### config.mk
export PLATFORM = sky130hd
export DESIGN_NAME = lado_node_flat
export DESIGN_NICKNAME = d
export VERILOG_FILES = /design/src/common/lado_pkg.sv /design/src/common/lado_link_if.sv /design/src/rtl/lado_node.sv /design/src/flat_wrapper.sv
export SDC_FILE = /design/constraint.sdc
export NUM_CORES = 1
export LEC_CHECK = 0
export ABC_AREA = 1
export BUFFER_PORTS_ARGS = -buffer_cell sky130_fd_sc_hd__buf_4
export CORE_UTILIZATION = 55
export CTS_BUF_LIST = sky130_fd_sc_hd__clkbuf_16
export DETAILED_ROUTE_END_ITERATION = 12
export PLACE_DENSITY_LB_ADDON = 0.1
export REMOVE_ABC_BUFFERS = 1
export SLEW_MARGIN = 20
export SYNTH_ARGS = -nofsm -noshare
export SYNTH_HDL_FRONTEND = slang
export SYNTH_SLANG_ARGS = --single-unit
### constraint.sdc
create_clock -name CLK -period 5.83 [get_ports CLK]
set_input_delay 0.583 -clock CLK [delete_from_list [all_inputs] [get_ports CLK]]
set_output_delay 0.583 -clock CLK [all_outputs]
set_load 0.02 [all_outputs]
### src/common/lado_pkg.sv
// shared constants, types and decode functions for the link ordering block
package lado_pkg;

  // ==========================================================================
  // widths
  localparam int ADDR_W = 40;
  localparam int DATA_W = 32;
  localparam int LEN_W  = 4;
  localparam int SEQ_W  = 4;
  localparam int SRC_W  = 5;
  localparam int SNAP_W = 3;
  localparam int ALIGN_BITS = 6;
  localparam int FIFO_DEPTH = 4;

  // ==========================================================================
  // address map, region bases in ascending order
  localparam logic [ADDR_W-1:0] INTR_BASE  = 40'hfd_0000_0000;
  localparam logic [ADDR_W-1:0] LEGACY_INTR_ACKNOWLEDGE_BASE  = 40'hfd_f900_0000;
  localparam logic [ADDR_W-1:0] SMGT_BASE  = 40'hfd_f910_0000;
  localparam logic [ADDR_W-1:0] RSV_BASE   = 40'hfd_f920_0000;
  localparam logic [ADDR_W-1:0] IO_BASE    = 40'hfd_fc00_0000;
  localparam logic [ADDR_W-1:0] CFG_BASE   = 40'hfd_fe00_0000;
  localparam logic [ADDR_W-1:0] RSVHI_BASE = 40'hfe_0000_0000;
  localparam logic [ADDR_W-1:0] SPACE_32MB = 40'h00_0200_0000;
  localparam logic [7:0]        INTR_MARK  = 8'hf8;
  localparam int                INTR_MARK_LSB = 24;
  localparam logic [LEN_W-1:0]  LEN_ONE_DW = 4'h0;

  // ==========================================================================
  // types
  typedef enum logic [2:0] {
    LADO_CMD_PWR, LADO_CMD_NPWR, LADO_CMD_RD, LADO_CMD_BCAST,
    LADO_CMD_FENCE, LADO_CMD_RSP
  } lado_cmd_t;

  typedef enum logic [1:0] {LADO_VC_POSTED, LADO_VC_NONPOST, LADO_VC_RESP}
    lado_vc_t;

  typedef enum logic [2:0] {
    LADO_RGN_MEM, LADO_RGN_INTR, LADO_RGN_LEGACY_INTR_ACKNOWLEDGE, LADO_RGN_SMGT,
    LADO_RGN_RSV, LADO_RGN_IO, LADO_RGN_CFG
  } lado_rgn_t;

  typedef struct packed {
    lado_cmd_t                  cmd;
    logic [ADDR_W-1:0]          addr;
    logic [LEN_W-1:0]           len;
    logic [SEQ_W-1:0]           sequence_tag;
    logic                       may_overtake_posted_flag;
    logic [SRC_W-1:0]           src;
    logic [DATA_W-1:0]          data;
  } lado_pkt_t;

  typedef struct packed {
    logic                       err;
    logic [SRC_W-1:0]           src;
    logic [DATA_W-1:0]          data;
  } lado_rsp_t;

  typedef struct packed {
    lado_pkt_t                  pkt;
    lado_rgn_t                  rgn;
    logic [SNAP_W-1:0]          snap;
    logic                       bad;
  } lado_ent_t;

  // ==========================================================================
  // full-width region decode, bases compared top down
  function automatic lado_rgn_t lado_decode(input logic [ADDR_W-1:0] a);
    if (a >= RSVHI_BASE) return LADO_RGN_RSV;
    else if (a >= CFG_BASE) return LADO_RGN_CFG;
    else if (a >= IO_BASE) return LADO_RGN_IO;
    else if (a >= RSV_BASE) return LADO_RGN_RSV;
    else if (a >= SMGT_BASE) return LADO_RGN_SMGT;
    else if (a >= LEGACY_INTR_ACKNOWLEDGE_BASE) return LADO_RGN_LEGACY_INTR_ACKNOWLEDGE;
    else if (a >= INTR_BASE) return LADO_RGN_INTR;
    else return LADO_RGN_MEM;
  endfunction

  // virtual channel from command encoding
  function automatic lado_vc_t lado_vc(input lado_cmd_t c);
    case (c)
      LADO_CMD_NPWR, LADO_CMD_RD: return LADO_VC_NONPOST;
      LADO_CMD_RSP:               return LADO_VC_RESP;
      default:                    return LADO_VC_POSTED;
    endcase
  endfunction

endpackage

### src/common/lado_link_if.sv
// link between requester end and ordering node end
`timescale 1ns/100ps
interface lado_link_if;
  logic                pkt_valid;
  logic                pkt_ready;
  lado_pkg::lado_pkt_t pkt;
  logic                rsp_valid;
  logic                rsp_ready;
  lado_pkg::lado_rsp_t rsp;

  modport requester (
    output pkt_valid, pkt, rsp_ready,
    input  pkt_ready, rsp_valid, rsp
  );
  modport node (
    input  pkt_valid, pkt, rsp_ready,
    output pkt_ready, rsp_valid, rsp
  );
endinterface

### src/rtl/lado_node.sv
// ordering node end: address decode, per-channel buffering, ordering
`timescale 1ns/100ps

// ============================================================================
// simple synchronous fifo, depth a power of two
module lado_fifo #(
  parameter int WIDTH = 8,
  parameter int DEPTH = 4
) (
  // clock and reset
  input  wire logic             clk,
  input  wire logic             rst_b,
  // fill side
  input  wire logic             in_valid,
  output logic                  in_ready,
  input  wire logic [WIDTH-1:0] in_data,
  // drain side
  output logic                  out_valid,
  input  wire logic             out_ready,
  output logic [WIDTH-1:0]      out_data
);
  localparam int AW = $clog2(DEPTH);

  logic [WIDTH-1:0] mem [DEPTH];
  logic [AW:0]      wp_r;
  logic [AW:0]      rp_r;
  logic             full;
  logic             empty;

  // extra pointer bit tells full from empty
  assign full      = (wp_r[AW] != rp_r[AW]) && (wp_r[AW-1:0] == rp_r[AW-1:0]);
  assign empty     = (wp_r == rp_r);
  assign in_ready  = !full;
  assign out_valid = !empty;
  assign out_data  = mem[rp_r[AW-1:0]];

  // write pointer
  always_ff @(posedge clk or negedge rst_b) begin
    if (!rst_b) wp_r <= '0;
    else if (in_valid && !full) wp_r <= wp_r + (AW+1)'(1);
  end

  // read pointer
  always_ff @(posedge clk or negedge rst_b) begin
    if (!rst_b) rp_r <= '0;
    else if (out_ready && !empty) rp_r <= rp_r + (AW+1)'(1);
  end

  // storage, no reset needed for data
  always_ff @(posedge clk) begin
    if (in_valid && !full) mem[wp_r[AW-1:0]] <= in_data;
  end
endmodule

// ============================================================================
// node end
module lado_node #(
  parameter logic [lado_pkg::ADDR_W-1:0] WIN_BASE  = 40'h00_0000_0000,
  parameter logic [lado_pkg::ADDR_W-1:0] WIN_LIMIT = 40'h00_ffff_ffff,
  parameter int                          DEPTH     = lado_pkg::FIFO_DEPTH
) (
  // clock and reset
  input  wire logic                          CLK,
  input  wire logic                          RST_B,
  // link toward requester
  lado_link_if.node                          LINK,
  // delivery to local logic
  output logic                               OUT_VALID,
  input  wire logic                          OUT_READY,
  output lado_pkg::lado_pkt_t                OUT_PKT,
  output lado_pkg::lado_rgn_t                OUT_RGN,
  output logic                               OUT_CLAIM,
  // completion of delivered nonposted request
  input  wire logic                          GLOBALLY_VISIBLE_POINT,
  input  wire logic [lado_pkg::DATA_W-1:0]   DONE_DATA,
  // status
  output logic                               NP_WAIT,
  output logic                               DROP_PULSE
);
  localparam int NVC = 3;
  localparam int EW  = $bits(lado_pkg::lado_ent_t);
  localparam logic [lado_pkg::ADDR_W-1:0] ALIGN_MASK =
    ~((lado_pkg::ADDR_W)'(1 << lado_pkg::ALIGN_BITS) - 40'h00_0000_0001);

  lado_pkg::lado_ent_t         ent_in;
  lado_pkg::lado_vc_t          vc_in;
  lado_pkg::lado_rgn_t         rgn_in;
  lado_pkg::lado_ent_t         head [NVC];
  logic [NVC-1:0]              f_in_vld;
  logic [NVC-1:0]              f_in_rdy;
  logic [NVC-1:0]              f_out_vld;
  logic [NVC-1:0]              f_pop;
  logic [EW-1:0]               f_out_data [NVC];
  logic [lado_pkg::SNAP_W-1:0] penq_r;
  logic [lado_pkg::SNAP_W-1:0] pdeq_r;
  logic                        out_free;
  logic                        np_busy;
  logic                        p_ok;
  logic                        r_ok;
  logic                        n_ok;
  logic                        r_fast;
  logic                        np_wait_r;
  logic [lado_pkg::SRC_W-1:0]  np_src_r;
  logic                        rsp_vld_r;
  lado_pkg::lado_rsp_t         rsp_r;
  logic                        out_vld_r;
  lado_pkg::lado_pkt_t         out_pkt_r;
  lado_pkg::lado_rgn_t         out_rgn_r;
  logic                        out_claim_r;
  logic                        drop_r;
  logic                        win_hit;
  lado_pkg::lado_ent_t         sel;

  // ==========================================================================
  // classify incoming packet in one cycle
  assign vc_in  = lado_pkg::lado_vc(LINK.pkt.cmd);
  assign rgn_in = lado_pkg::lado_decode(LINK.pkt.addr);
  always_comb begin
    ent_in      = '0;
    ent_in.pkt  = LINK.pkt;
    ent_in.rgn  = rgn_in;
    ent_in.snap = penq_r;
    if (vc_in != lado_pkg::LADO_VC_RESP) begin
      // reserved space has no target on this node
      ent_in.bad = (rgn_in == lado_pkg::LADO_RGN_RSV);
      // long nonposted cfg/io accesses aborted rather than split
      if (vc_in == lado_pkg::LADO_VC_NONPOST &&
          (rgn_in == lado_pkg::LADO_RGN_IO ||
           rgn_in == lado_pkg::LADO_RGN_CFG) &&
          LINK.pkt.len != lado_pkg::LEN_ONE_DW)
        ent_in.bad = 1'b1;
    end
  end

  // stall only the channel the packet belongs to
  assign LINK.pkt_ready = f_in_rdy[vc_in];

  // ==========================================================================
  // one buffer per channel; fifo order holds tag sequences and issue order
  for (genvar v = 0; v < NVC; v++) begin : g_vc
    assign f_in_vld[v] = LINK.pkt_valid && (vc_in == v);
    assign head[v]     = lado_pkg::lado_ent_t'(f_out_data[v]);
    lado_fifo #(.WIDTH(EW), .DEPTH(DEPTH)) u_fifo (
      .clk       (CLK),
      .rst_b     (RST_B),
      .in_valid  (f_in_vld[v]),
      .in_ready  (f_in_rdy[v]),
      .in_data   (ent_in),
      .out_valid (f_out_vld[v]),
      .out_ready (f_pop[v]),
      .out_data  (f_out_data[v])
    );
  end

  // posted enqueue / dequeue counts mark what is still ahead
  always_ff @(posedge CLK or negedge RST_B) begin
    if (!RST_B) penq_r <= '0;
    else if (f_in_vld[lado_pkg::LADO_VC_POSTED] &&
             f_in_rdy[lado_pkg::LADO_VC_POSTED])
      penq_r <= penq_r + (lado_pkg::SNAP_W)'(1);
  end

  always_ff @(posedge CLK or negedge RST_B) begin
    if (!RST_B) pdeq_r <= '0;
    else if (f_pop[lado_pkg::LADO_VC_POSTED])
      pdeq_r <= pdeq_r + (lado_pkg::SNAP_W)'(1);
  end

  // ==========================================================================
  // arbitration; single stream assumed, conservative across sources
  assign out_free = !out_vld_r || OUT_READY;
  assign np_busy  = np_wait_r || rsp_vld_r;
  // flag clear waits until every earlier posted request left
  assign p_ok  = f_out_vld[lado_pkg::LADO_VC_POSTED];
  assign r_ok  = f_out_vld[lado_pkg::LADO_VC_RESP] &&
                 (head[lado_pkg::LADO_VC_RESP].pkt.may_overtake_posted_flag ||
                  head[lado_pkg::LADO_VC_RESP].snap == pdeq_r);
  assign n_ok  = f_out_vld[lado_pkg::LADO_VC_NONPOST] && !np_busy &&
                 (head[lado_pkg::LADO_VC_NONPOST].pkt.may_overtake_posted_flag
                  || head[lado_pkg::LADO_VC_NONPOST].snap == pdeq_r);
  assign r_fast = r_ok &&
                  head[lado_pkg::LADO_VC_RESP].pkt.may_overtake_posted_flag;

  // flagged responses first, then posted, responses, nonposted
  always_comb begin
    f_pop = '0;
    if (out_free) begin
      if (r_fast) f_pop[lado_pkg::LADO_VC_RESP] = 1'b1;
      else if (p_ok) f_pop[lado_pkg::LADO_VC_POSTED] = 1'b1;
      else if (r_ok) f_pop[lado_pkg::LADO_VC_RESP] = 1'b1;
      else if (n_ok) f_pop[lado_pkg::LADO_VC_NONPOST] = 1'b1;
    end
  end

  always_comb begin
    sel = '0;
    if (f_pop[lado_pkg::LADO_VC_RESP]) sel = head[lado_pkg::LADO_VC_RESP];
    else if (f_pop[lado_pkg::LADO_VC_POSTED])
      sel = head[lado_pkg::LADO_VC_POSTED];
    else if (f_pop[lado_pkg::LADO_VC_NONPOST])
      sel = head[lado_pkg::LADO_VC_NONPOST];
  end

  // window aligned to 64 bytes; outside it the packet travels upstream
  assign win_hit = (sel.pkt.addr >= (WIN_BASE & ALIGN_MASK)) &&
                   (sel.pkt.addr <= (WIN_LIMIT | ~ALIGN_MASK)) &&
                   (sel.rgn == lado_pkg::LADO_RGN_MEM);

  // ==========================================================================
  // delivery register; targetless requests never reach local logic
  always_ff @(posedge CLK or negedge RST_B) begin
    if (!RST_B) begin
      out_vld_r   <= 1'b0;
      out_pkt_r   <= '0;
      out_rgn_r   <= lado_pkg::LADO_RGN_MEM;
      out_claim_r <= 1'b0;
    end else if (out_free) begin
      out_vld_r <= (|f_pop) && !sel.bad;
      if (|f_pop) begin
        out_pkt_r   <= sel.pkt;
        out_rgn_r   <= sel.rgn;
        // special ranges are passed on, never claimed here
        out_claim_r <= win_hit;
      end
    end
  end

  // targetless posted drops or aborted nonposted show as a pulse
  always_ff @(posedge CLK or negedge RST_B) begin
    if (!RST_B) drop_r <= 1'b0;
    else drop_r <= (|f_pop) && sel.bad;
  end

  // one nonposted at a time in local logic keeps completion order
  always_ff @(posedge CLK or negedge RST_B) begin
    if (!RST_B) begin
      np_wait_r <= 1'b0;
      np_src_r  <= '0;
    end else if (f_pop[lado_pkg::LADO_VC_NONPOST]) begin
      np_wait_r <= !sel.bad;
      np_src_r  <= sel.pkt.src;
    end else if (GLOBALLY_VISIBLE_POINT) begin
      np_wait_r <= 1'b0;
    end
  end

  // ==========================================================================
  // response out; single slot suffices with one nonposted in flight
  always_ff @(posedge CLK or negedge RST_B) begin
    if (!RST_B) begin
      rsp_vld_r <= 1'b0;
      rsp_r     <= '0;
    end else if (np_wait_r && GLOBALLY_VISIBLE_POINT) begin
      rsp_vld_r <= 1'b1;
      rsp_r     <= '{err: 1'b0, src: np_src_r, data: DONE_DATA};
    end else if (f_pop[lado_pkg::LADO_VC_NONPOST] && sel.bad) begin
      rsp_vld_r <= 1'b1;
      rsp_r     <= '{err: 1'b1, src: sel.pkt.src, data: '0};
    end else if (LINK.rsp_ready) begin
      rsp_vld_r <= 1'b0;
    end
  end

  assign LINK.rsp_valid = rsp_vld_r;
  assign LINK.rsp       = rsp_r;
  assign OUT_VALID      = out_vld_r;
  assign OUT_PKT        = out_pkt_r;
  assign OUT_RGN        = out_rgn_r;
  assign OUT_CLAIM      = out_claim_r;
  assign NP_WAIT        = np_wait_r;
  assign DROP_PULSE     = drop_r;
endmodule

### src/flat_wrapper.sv
// flat-port wrapper written by rule: the top's interface ports become plain ports
module lado_node_flat 
#(
  parameter logic [lado_pkg::ADDR_W-1:0] WIN_BASE  = 40'h00_0000_0000,
  parameter logic [lado_pkg::ADDR_W-1:0] WIN_LIMIT = 40'h00_ffff_ffff,
  parameter int                          DEPTH     = lado_pkg::FIFO_DEPTH
)
  (CLK, RST_B, OUT_VALID, OUT_READY, OUT_PKT, OUT_RGN, OUT_CLAIM, GLOBALLY_VISIBLE_POINT, DONE_DATA, NP_WAIT, DROP_PULSE, LINK_pkt_valid, LINK_pkt, LINK_rsp_ready, LINK_pkt_ready, LINK_rsp_valid, LINK_rsp);
  lado_link_if LINK_i ();
  input  wire logic CLK;
  input  wire logic RST_B;
  output logic OUT_VALID;
  input  wire logic OUT_READY;
  output lado_pkg::lado_pkt_t OUT_PKT;
  output lado_pkg::lado_rgn_t OUT_RGN;
  output logic OUT_CLAIM;
  input  wire logic GLOBALLY_VISIBLE_POINT;
  input  wire logic [lado_pkg::DATA_W-1:0] DONE_DATA;
  output logic NP_WAIT;
  output logic DROP_PULSE;
  input wire logic [$bits(LINK_i.pkt_valid)-1:0] LINK_pkt_valid;
  input wire logic [$bits(LINK_i.pkt)-1:0] LINK_pkt;
  input wire logic [$bits(LINK_i.rsp_ready)-1:0] LINK_rsp_ready;
  output wire logic [$bits(LINK_i.pkt_ready)-1:0] LINK_pkt_ready;
  output wire logic [$bits(LINK_i.rsp_valid)-1:0] LINK_rsp_valid;
  output wire logic [$bits(LINK_i.rsp)-1:0] LINK_rsp;
  assign LINK_i.pkt_valid = LINK_pkt_valid;
  assign LINK_i.pkt = LINK_pkt;
  assign LINK_i.rsp_ready = LINK_rsp_ready;
  assign LINK_pkt_ready = LINK_i.pkt_ready;
  assign LINK_rsp_valid = LINK_i.rsp_valid;
  assign LINK_rsp = LINK_i.rsp;
  lado_node #(.WIN_BASE(WIN_BASE), .WIN_LIMIT(WIN_LIMIT), .DEPTH(DEPTH)) u_core (.CLK(CLK), .RST_B(RST_B), .LINK(LINK_i), .OUT_VALID(OUT_VALID), .OUT_READY(OUT_READY), .OUT_PKT(OUT_PKT), .OUT_RGN(OUT_RGN), .OUT_CLAIM(OUT_CLAIM), .GLOBALLY_VISIBLE_POINT(GLOBALLY_VISIBLE_POINT), .DONE_DATA(DONE_DATA), .NP_WAIT(NP_WAIT), .DROP_PULSE(DROP_PULSE));
endmodule
### Word level (Yosys, flattened, before mapping)

Memory sizes are Yosys's and may differ from the RTL's.
Cells that the tools add are included.
Widths: inputs -> output; s select.

| word-level totals | value |
|---|---|
| register bits | 164 |
| RAM bits | 1152 |
| word-level logic and storage cells | 149 |
| memories | 3 |

| cells by class | value |
|---|---|
| $add $sub $neg | 8 |
| $lt $le $gt $ge | 10 |
| equal/unequal tests | 20 |
| muxes and demuxes | 36 |
| reduce and logical (&&, ||, !) cells | 47 |

Memories:

| memory | depth | width | rd ports | clocked after Yosys merged registers in | wr ports | line | text |
|---|---|---|---|---|---|---|---|
| u_core.g_vc[0].u_fifo.mem | 4 | 96 | 1 | 0 | 1 | lado_node.sv:24 | `logic [WIDTH-1:0] mem [DEPTH];` |
| u_core.g_vc[1].u_fifo.mem | 4 | 96 | 1 | 0 | 1 | lado_node.sv:24 |  |
| u_core.g_vc[2].u_fifo.mem | 4 | 96 | 1 | 0 | 1 | lado_node.sv:24 |  |

Operators by type and width:

| cell | number |
|---|---|
| $mux 96 | 3 |
| $ge 40x40->1 const B | 7 |
| $mux 38 | 2 |
| $ge 40x1->1 const B | 1 |
| $le 40x32->1 const B | 1 |
| $add 3x1->3 const B | 8 |
| $logic_and 1x1->1 | 24 |
| $mux 3 | 7 |
| $mux 1 | 20 |
| $eq 3x3->1 | 5 |
| $eq 3x3->1 const B | 4 |
| $logic_not 1->1 | 9 |
| $eq 2x2->1 | 3 |
| $logic_or 1x1->1 | 5 |
| $mux 2 | 2 |
| $pmux 2 s2 | 1 |
| $reduce_bool 2->1 | 2 |
| $reduce_bool 4->1 | 1 |
| $eq 3x1->1 const B | 1 |
| $eq 3x2->1 const B | 1 |
| $logic_not 3->1 | 1 |
| $lt 2x3->1 const B | 1 |
| $ne 1x1->1 | 3 |
| $reduce_bool 3->1 | 1 |
| 8 further kinds | 8 |

### Depth between registers and ports, before layout

Gate-level depths: netlist of the first run.

| logic depth | value |
|---|---|
| depth in word-level cells | 15 |
| depth in mapped cells | 20 |
| mapped depth without buffers | 18 |

### Cells and area by module

A second synthesis of the first run with hierarchy kept.

| second synthesis, totals | value |
|---|---|
| cells, all modules | 3909 |
| area, all modules | 51354.3 um2 |

By module, submodules not included:

| module | instances | cells an instance | area each (um2) | sequential area each (um2) |
|---|---|---|---|---|
| lado_fifo (u_core.g_vc[2].u_fifo) | 1 | 989 | 14656.6 | 11681.2 |
| lado_fifo (u_core.g_vc[0].u_fifo) | 1 | 987 | 14646.5 | 11681.2 |
| lado_fifo (u_core.g_vc[1].u_fifo) | 1 | 988 | 14640.3 | 11681.2 |
| lado_node | 1 | 945 | 7410.9 | 3653.5 |

### Least setup slack after synthesis of the first run

Ideal clock, no wire load.

| timing path | value |
|---|---|
| kind | input to register |
| start point | input port LINK_pkt[87] |
| end point | memory u_core.g_vc[0].u_fifo.mem[3][0] (netlist name) (enable) |
| library setup time | 549 ps |
| arrival time | 5318 ps |
| setup slack | -36 ps |
| stages on the path | 8 |
| path through | inv_1 -> nor2_1 -> inv_1 -> a21oi_1 -> a31o_2 -> inv_1 -> nand3_1 -> nor2_1 |

| between the ends | value |
|---|---|
| longest elaborated chain between the ends | 8 |
| elaborated cells on any way between the ends | 10 |
| those cells by class | eq/ne: 3; mux: 3; reduce/logical: 4 |

RTL lines:

| what | line | text |
|---|---|---|
| start, declared | flat_wrapper.sv:22 | `input wire logic [$bits(LINK_i.pkt)-1:0] LINK_pkt;` |
| $eq 3x1->1 / $eq 3x2->1 (equally long branches) | lado_pkg.sv:82 | `case (c)` |
| $reduce_or 2->1 | lado_pkg.sv:82 |  |
| $pmux 2 s2 (*) | lado_pkg.sv:82 |  |
| $logic_not 2->1 (*) | lado_node.sv:141 | `assign f_in_vld[v] = LINK.pkt_valid && (vc_in == v);` |
| $logic_and 1x1->1 (*) | lado_node.sv:141 |  |
| $logic_and 1x1->1 (*) | lado_node.sv:51 | `if (in_valid && !full) mem[wp_r[AW-1:0]] <= in_data;` |
| $mux 1 (*) | lado_node.sv:51 |  |
| $mux 1 (not written as such) (*) | lado_node.sv:51 |  |
| end, declared | lado_node.sv:24 |  |

Mark *: on every way between the ends. The rest lies on a longest branch, timed or not.

### Worst setup path after layout of the first run

| timing path | value |
|---|---|
| start point | register u_core.g_vc[2].u_fifo.rp_r[1] |
| end point | register u_core.out_pkt_r, in the netlist u_core.OUT_PKT[41] |

| between the ends | value |
|---|---|
| longest elaborated chain between the ends | 11 |
| elaborated cells on any way between the ends | 18 |
| those cells by class | eq/ne: 2; mux: 9; reduce/logical: 6; memory: 1 |

RTL lines:

| what | line | text |
|---|---|---|
| start, declared | lado_node.sv:26 | `logic [AW:0] rp_r;` |
| start signal, assigned | lado_node.sv:46 | `else if (out_ready && !empty) rp_r <= rp_r + (AW+1)'(1);` |
| $mem_v2 4x96 | -- |  |
| $eq 3x3->1 | lado_node.sv:177 | `head[lado_pkg::LADO_VC_RESP].snap == pdeq_r);` |
| $logic_or 1x1->1 | lado_node.sv:176 | `(head[lado_pkg::LADO_VC_RESP].pkt.may_overtake_posted_flag \|\|` |
| $logic_and 1x1->1 | lado_node.sv:175 | `assign r_ok = f_out_vld[lado_pkg::LADO_VC_RESP] &&` |
| $mux 1 | lado_node.sv:190 | `else if (r_ok) f_pop[lado_pkg::LADO_VC_RESP] = 1'b1;` |
| $mux 2 | lado_node.sv:189 | `else if (p_ok) f_pop[lado_pkg::LADO_VC_POSTED] = 1'b1;` |
| $mux 2 | lado_node.sv:188 | `if (r_fast) f_pop[lado_pkg::LADO_VC_RESP] = 1'b1;` |
| $mux 3 | lado_node.sv:187 | `if (out_free) begin` |
| $mux 96 | lado_node.sv:200 | `else if (f_pop[lado_pkg::LADO_VC_NONPOST])` |
| $mux 96 | lado_node.sv:198 | `else if (f_pop[lado_pkg::LADO_VC_POSTED])` |
| $mux 96 | lado_node.sv:197 | `if (f_pop[lado_pkg::LADO_VC_RESP]) sel = head[lado_pkg::LADO_VC_RESP];` |
| end signal, assigned | lado_node.sv:220 | `out_pkt_r <= sel.pkt;` |
| end, declared | lado_node.sv:107 | `lado_pkg::lado_pkt_t out_pkt_r;` |

Several ways; a longest one is shown, not always the timed one.
A chain may end at the register's enable or synchronous reset.

==> implementation parameters, run 1 <==
Parameter                              Value

Worst hold path
  Hold Crit Start ... DONE_DATA[25]
  End of the worst hold path ... u_core.LINK.rsp[25]
  Worst hold path depth ... 2
  Path category of the worst min-delay check ... in -> reg

Power and ir drop
  Clock network fraction of design power ... 25.2%
  Pwr Density ... 553 nW/um^2
  Sequential cell fraction of total power ... 39.2%
  Combinational group share of total power ... 35.6%
  Switching Share ... 38.6%
  Switching component of the power ... 12.4 mW
  Cell internal power dissipation ... 19.6 mW
  Leak Pwr ... 20.6 nW
  Max IR drop VDD ... 0.561 mV

STA
  Setup TNS ... 0 ns
  Transition at the pin with the smallest max-transition slack ... 1.16 ns
  Number of endpoints with negative hold slack in the final report ... 0
  Period utilization ... 76.6%
  Setup repair after global routing missed its margin ... no
  Worst path setup slack after routing ... 1.37 ns
  Fin. max-slew vios ... 0
  Top achievable clock speed ... 224 MHz
  Fin Clk Skew ... 0.0332 ns
  Hold WS ... 0.0627 ns
  Number of failing setup endpoints in the final timing report ... 0
  Remaining max-slew budget at the tightest pin ... 22.5%
  Final critical delay including setup and external delays ... 4.46 ns

Critical path
  RR Startpoint ... u_core.g_vc[2].u_fifo.rp_r[1]
  Arrival time worst endpoint ... 5.07 ns
  Reg2Reg Depth ... 13
  Required time at the endpoint of the critical path ... 6.44 ns
  Crit Path Max Fanout ... 68
  Type of the worst setup path ... reg -> reg
  Worst Setup End Kind ... flop
  Crit path launch type ... flop
  FF-to-FF setup slack ... 1.37 ns
  Capture point of the worst reg-to-reg path ... u_core.OUT_PKT[41]

Floorplan
  Num ports ... 263
  Die height ... 305 um
  Area enclosed by the die boundary ... 92900 sq um
  Area of the core ... 90400 sq um
  Horiz. Die Dim ... 305 um
  Total number of placement rows ... 110
  Starting Density ... 55.8%

Logic synthesis
  Part of the Yosys area used for sequential elements ... 76.0%
  Most repeated cell in the gate-level netlist after synthesis ... edfxtp_1
  Register bit count reported by yosys ... 1304
  Leading cell types by total area after synthesis ... edfxtp_1 (68%), dfrtp_1 (8.1%), nand2_1 (4.2%)
  Number of unique standard cell types used by synthesis ... 49
  Largest area contributor in the netlist ... edfxtp_1
  Mapped Avg Cell Area ... 13.7 sq um
  Cell count after synthesis ... 3692
  Cell Area, Synth ... 50400 sq um
  Async set-reset flop share out of synthesis ... 12.6%
  Top cell types by occurrence after synthesis ... edfxtp_1 (1140), nand2_1 (562), o21ai_0 (419)
  Area fraction of the dominant cell type after synthesis ... 67.9%
  Number of enable flip-flop cells after synthesis ... 1140
  Synthesis Warnings ... 0
  Primary flip-flop cell chosen by synthesis mapping ... edfxtp_1

GRT
  Pin count of the biggest net entering global routing ... 167
  First-pass GRT wire length ... 200 mm
  GR Overflow Total ... 0
  Vias in the first global route ... 30.9k
  Antenna violations before repair ... 3
  Global-route total usage across every layer ... 29.3%

Run
  Reported max-cap violation count ... 0

Detailed routing
  Via density per instance ... 6.22
  Initial detailed-routing violation count ... 3796
  Remaining routing DRC violations ... 0
  DRT Wirelength ... 136 mm
  Detailed Routing Iterations Pass 1 ... 6
  Remaining antenna violation count ... 0
  Average wire length per cell after detail routing ... 26.2 um
  Vias after detailed routing ... 32.4k

Clocking
  Hold bufs inserted after CTS ... 2
  Latest clock arrival within the worst-skew pair ... 0.75 ns
  Count of clock tree sinks ... 1304
  CTS tree ... done
  Number of buffers between clock root and the deepest sink ... 3
  Postcts setup bufs ... 0
  Root cell of the clock tree ... clkbuf_16
  Clock slew at reported path FFs ... 0.06 ns
  Number of clock buffers inserted by TritonCTS ... 135
  H-Tree Depth ... 4
  Post-cts resize count ... 0

Cells and area
  Fraction of final layout cells with drive strength greater than 1 ... 14.5%
  Storage cell area ... 38400 sq um
  Final-stage net count ... 4056
  Count of fill cells added during filler insertion ... 6751
  Footprint of the multi-input gates ... 10800 sq um
  Layout Utilization ... 64.0%
  Synthesis-to-layout area growth ... 14.7%

Place
  Placed wire-length estimate ... 70.0 mm
  Post-placement setup slack ... 1.12 ns
  RD Place Congestion ... 0.804
  Number of buffers added on ports ... 262

Status
  Result of the run ... finished clean
==> sequential cells by signal, summed over array words and instances, names as in the netlist <==
register / cells
u_core.DROP_PULSE: 1
u_core.LINK.rsp: 38
u_core.LINK.rsp_valid: 1
u_core.NP_WAIT: 1
u_core.OUT_CLAIM: 1
u_core.OUT_PKT: 89
u_core.OUT_RGN: 3
u_core.OUT_VALID: 1
u_core.g_vc.u_fifo.mem: 1140
u_core.g_vc.u_fifo.rp_r: 9
u_core.g_vc.u_fifo.wp_r: 9
u_core.np_src_r: 5
u_core.pdeq_r: 3
u_core.penq_r: 3
==> cell families (layout without fill, tap and decap cells) <==
kind of cell	count (synthesis)	after routing	share of synthesized area, %
compound gates	979	979	12.3
xor+xnor	23	23	0.399
fa+ha+maj	17	17	0.422
buf+inv	323	655	2.67
flops	1304	1304	76.0
mux	1	1	0.0223
other cells	0	5	0
simple gates	1045	1045	8.16
==> worst max-delay path by stage <==
stage	cells after the start	end	slack (ns)	from
floorplan	7	u_core.g_vc[1].u_fifo.mem[3][0]	-3.42	u_core.g_vc[1].u_fifo.rp_r[0]
global placement	13	u_core.OUT_PKT[5]	1.25	u_core.g_vc[2].u_fifo.rp_r[0]
detailed placement	13	u_core.OUT_PKT[16]	1.12	u_core.g_vc[2].u_fifo.rp_r[0]
CTS	13	u_core.OUT_PKT[41]	1.11	u_core.g_vc[2].u_fifo.rp_r[0]
global route	13	u_core.OUT_PKT[40]	1.23	u_core.g_vc[2].u_fifo.rp_r[1]
finish	13	u_core.OUT_PKT[41]	1.37	u_core.g_vc[2].u_fifo.rp_r[1]
==> stage by stage <==
step	area, sq um	std cells	power [mW]
after floorplan	49400	3448	19.3
after global placement	53600	4948	23.8
after detailed placement	53600	4948	24.0
after CTS	57800	5199	32.1
after global routing	57800	5202	33.5
final	57800	5205	32.0
==> per-layer routing <==
layer | GRT usage (%) | routed length (um)
met1 | 41.1 | 56600
met2 | 46.9 | 64600
met3 | 4.93 | 11300
met4 | 10.1 | 3660
met5 | 0 | 12
==> worst max-delay path, stage by stage, from the launching register on <==
cell	delay (ns)
dfrtp_4	0.88
inv_4	0.42
nand3_1	0.25
nand2_1	0.08
nand2_1	0.06
nand2_1	0.05
nor2_1	0.12
nand2_2	0.08
nand2_4	0.11
nand3_4	0.47
inv_4	0.95
buf_12	0.44
o221a_2	0.26
o21ai_0	0.08
==> cell type report <==
cell class	instances	area share [%]
clock buffer	141	6.10
timing repair buffer	327	4.59
antenna	5	0.0216
multi-input combinational	2065	18.8
clock inverter	108	1.12
inverter	79	0.565
tap	1176	2.54
sequential	1304	66.3
==> placed cells by master (no fill, tap or decap), types with 6 or more instances in the layout <==
cell type	synthesis	final
clkinv_1	3	29
or2_2	6	6
clkinv_2	0	10
a32o_1	9	9
nor2_4	1	13
o22ai_1	56	56
o221a_2	44	44
o21ai_0	419	419
buf_4	12	309
o221ai_1	61	61
xor2_1	13	13
a221oi_1	44	44
nand2_1	562	562
inv_6	0	9
nand3_1	77	76
a211oi_1	44	44
a32oi_1	44	44
buf_12	0	15
a22o_1	32	32
xnor2_1	10	10
clkbuf_16	0	141
inv_1	68	121
o21ai_1	15	15
ha_1	17	17
edfxtp_1	1140	1140
o2111ai_1	21	21
nor2_1	377	365
bufinv_16	0	6
a21oi_1	174	174
dfrtp_1	164	158
==> power groups by stage <==
stage,Sequential (mW),Clock (mW),Combinational (mW)
after global routing,12.7,8.52,12.4
after floorplan,13.3,0,5.96
final,12.5,8.08,11.4
after detailed placement,12.8,0,11.3
after global placement,12.8,0,11.1
after CTS,12.6,8.18,11.3
(Power assumes the default switching activity.)
==> run 2: changes to the inputs <==
--- a/config.mk
+++ b/config.mk
@@ -7,7 +7,7 @@
 export LEC_CHECK = 0
 export ABC_AREA = 1
 export BUFFER_PORTS_ARGS = -buffer_cell sky130_fd_sc_hd__buf_4
-export CORE_UTILIZATION = 55
+export CORE_UTILIZATION = 61
 export CTS_BUF_LIST = sky130_fd_sc_hd__clkbuf_16
 export DETAILED_ROUTE_END_ITERATION = 12
 export PLACE_DENSITY_LB_ADDON = 0.1
==> constraint.sdc (replaced) <==
create_clock -name CLK -period 4.13 [get_ports CLK]
set_input_delay 0.413 -clock CLK [delete_from_list [all_inputs] [get_ports CLK]]
set_output_delay 0.413 -clock CLK [all_outputs]
set_load 0.02 [all_outputs]
==> implementation parameters, run 2 (synthesis gave the netlist of run 1 again) <==
Parameter                              Value

GRT
  First-pass GRT wire length ... 200 mm (+0.22%)
  Pin count of the biggest net entering global routing ... 133 (-20%)
  Vias in the first global route ... 33.2k (+7.5%)
  Antenna violations before repair ... 3 (unchanged)
  Global-route total usage across every layer ... 32.3% (+2.9 points)
  GR Overflow Total ... 0 (unchanged)

Critical path
  Required time at the endpoint of the critical path ... 4.50 ns (-1.94 ns)
  Worst Setup End Kind ... flop
  Slowest cell on crit path ... a21oi_1
  Type of the worst setup path ... in -> reg
  Buffers & Inverters on Critical Path ... 3 (unchanged)
  Crit Path Max Fanout ... 15 (-78%)
  Instance count on the critical path ... 14 (+1)
  Reg2Reg Depth ... 14 (+1)
  CP dominant cell by count ... nand2_1
  Cell family contributing the most delay on the critical path ... compound AO/OA/AOI/OAI gates
  Arrival time worst endpoint ... 4.07 ns (-1.00 ns)
  Cell-by-cell trace of the critical path ... dlygate4sd3_1, buf_4, nand3_1, nor2_1, nand2_1, nor2_1, nand2_1, o21ai_0, a21oi_1, inv_1, o21ai_0, nand2_1, nand2_1, a21oi_1
  Highest cell delay on the worst timing path ... 0.75 ns (-0.20 ns)
  Crit path launch type ... input port

Detailed routing
  Average wire length per cell after detail routing ... 25.9 um (-1.1%)
  Top metal layer carrying routed signals ... met5
  Detailed Routing Iterations Pass 1 ... 6 (unchanged)
  Initial detailed-routing violation count ... 3592 (-5.4%)
  Via density per instance ... 6.40 (+2.9%)
  Met1 Wirelength ... 52.5 mm (-7.1%)
  DRT Wirelength ... 135 mm (-0.70%)
  Met3 wire length ... 11.7 mm (+3.6%)
  Vias after detailed routing ... 33.5k (+3.3%)
  Remaining routing DRC violations ... 0 (unchanged)
  Met2 layer wire length in the routed design ... 66.7 mm (+3.2%)
  Remaining antenna violation count ... 0 (unchanged)

Cells and area
  Most used cells in the layout excluding fill and tap cells ... edfxtp_1 (1140), nand2_1 (562), o21ai_0 (419)
  Layout Utilization ... 72.1% (+8.2 points)
  Number of flip-flops under the largest register name ... 1140 (unchanged)
  Final-stage net count ... 4192 (+3.4%)
  Fraction of final layout cells with drive strength greater than 1 ... 15.1% (+0.57 points)
  Most common cell after layout, fill and taps aside ... edfxtp_1
  Synthesis-to-layout area growth ... 17.3%
  Final std cells w/o fill ... 5228 (+0.44%)
  Count of fill cells added during filler insertion ... 5288 (-22%)

Clocking
  Latest clock arrival within the worst-skew pair ... 0.72 ns (-0.03 ns)
  Hold bufs inserted after CTS ... 118 (+116)
  Number of clock buffers inserted by TritonCTS ... 132 (-2.2%)
  CTS tree ... done
  Number of buffers between clock root and the deepest sink ... 3 (unchanged)
  H-Tree Depth ... 4 (unchanged)
  Postcts setup bufs ... 0 (unchanged)
  Clock slew at reported path FFs ... 0.06 ns (about the same)
  Root cell of the clock tree ... clkbuf_16
  Post-cts resize count ... 0 (unchanged)
  Count of clock tree sinks ... 1304 (unchanged)

Place
  RD Place Congestion ... 0.865 (+7.6%)
  Placed wire-length estimate ... 72.4 mm (+3.3%)
  Inst Count DP ... 4866 (-1.7%)
  Number of buffers added on ports ... 262 (unchanged)

Floorplan
  Die height ... 290 um (-5.0%)
  Starting Density ... 61.5% (+5.7 points)
  Area enclosed by the die boundary ... 83800 sq um (-9.8%)
  Total number of placement rows ... 105 (-4.5%)
  Horiz. Die Dim ... 290 um (-5.0%)
  Area of the core ... 82000 sq um (-9.3%)
  Num ports ... 263 (unchanged)

STA
  Top achievable clock speed ... 270 MHz
  Number of failing setup endpoints in the final timing report ... 0 (unchanged)
  Remaining max-slew budget at the tightest pin ... 23.1% (+0.65 points)
  Final critical delay including setup and external delays ... 3.70 ns
  Setup TNS ... 0 ns (unchanged)
  Transition at the pin with the smallest max-transition slack ... 1.15 ns (-0.00972 ns)
  Fin. max-slew vios ... 0 (unchanged)
  Setup repair after global routing missed its margin ... no
  Period utilization ... 89.6%
  Hold WS ... 0.0344 ns (-0.0283 ns)
  Fin Clk Skew ... 0.0286 ns (-0.00461 ns)
  Number of endpoints with negative hold slack in the final report ... 0 (unchanged)

Run
  Reported max-cap violation count ... 0 (unchanged)

Power and ir drop
  Max IR drop VDD ... 0.741 mV (+32%)
  Pwr Density ... 773 nW/um^2 (+40%)
  Leak Pwr ... 21.2 nW (+2.7%)

Worst hold path
  Worst hold path depth ... 1 (-1)
  Path category of the worst min-delay check ... in -> reg

Status
  Result of the run ... finished clean
==> run 2: cell count changes in the layout (fill, tap and decap cells not counted), sizes merged <==
cell | previous run | this run
buf | 324 | 347
bufinv | 6 | 8
inv | 138 | 109
diode | 5 | 1
clkinvlp | 0 | 4
clkinv | 43 | 62
clkbuf | 142 | 140
dlygate4sd3 | 2 | 118
==> run 2: through the flow <==
stage | cell area [sq um] | power, mW | worst slack [ns]
final | 59100 | 45.7 | 0.430
after global routing | 59100 | 47.8 | 0.301
after CTS | 59100 | 45.6 | 0.620
after detailed placement | 53700 | 34.1 | 0.558
after global placement | 53700 | 33.5 | 0.763
after floorplan | 49400 | 27.2 | -5.12
==> run 2: cell type report <==
type,instances,area [sq um],area share [%]
antenna,1,2.50,0.00423
clock buffer,139,3480,5.88
sequential,1304,38400,64.8
inverter,79,322,0.544
multi-input combinational,2065,10800,18.3
tap,1070,1340,2.26
timing repair buffer,466,4060,6.87
clock inverter,104,746,1.26
==> run 2: worst reg2reg max path: stages, from the launching register on <==
cell and delay, ns:
dfrtp_4 0.61, inv_6 0.38, nand2_1 0.16, nand3_1 0.13, nand2_1 0.07, nand2_1 0.05, nand2_1 0.06, nor2_1 0.13
nand2_2 0.08, nand2_4 0.12, nand3_4 0.30, inv_4 0.54, buf_12 0.42, o221a_2 0.31, o21ai_0 0.07
==> run 2: path summary, 6_finish.rpt <==
check,from,to,slack (ns)
setup reg to reg,u_core.g_vc[2].u_fifo.rp_r[0],u_core.OUT_PKT[88],0.56
hold reg to reg,u_core.np_src_r[4],u_core.np_src_r[4],0.48
max in group asynchronous,RST_B,u_core.OUT_PKT[16],2.73
min in group asynchronous,RST_B,u_core.OUT_VALID,0.36
setup / recovery,LINK_pkt[83],u_core.g_vc[0].u_fifo.mem[0][0],0.43
hold / removal,LINK_pkt[78],u_core.g_vc[2].u_fifo.mem[3][85],0.03
==> run 2: where the power goes <==
group	switching (mW)	leakage, nW	internal [mW]
clock	4.92	2.19	6.61
combinational	11.6	6.66	5.17
sequential	1.05	12.3	16.3
total	17.6	21.2	28.1
==> run 2: layer usage <==
layer	global-route usage (%)	vias to the layer above
li1	-	14500
met1	43.4	16800
met2	53.7	1878
met3	4.82	286
met4	12.6	4
met5	0	-
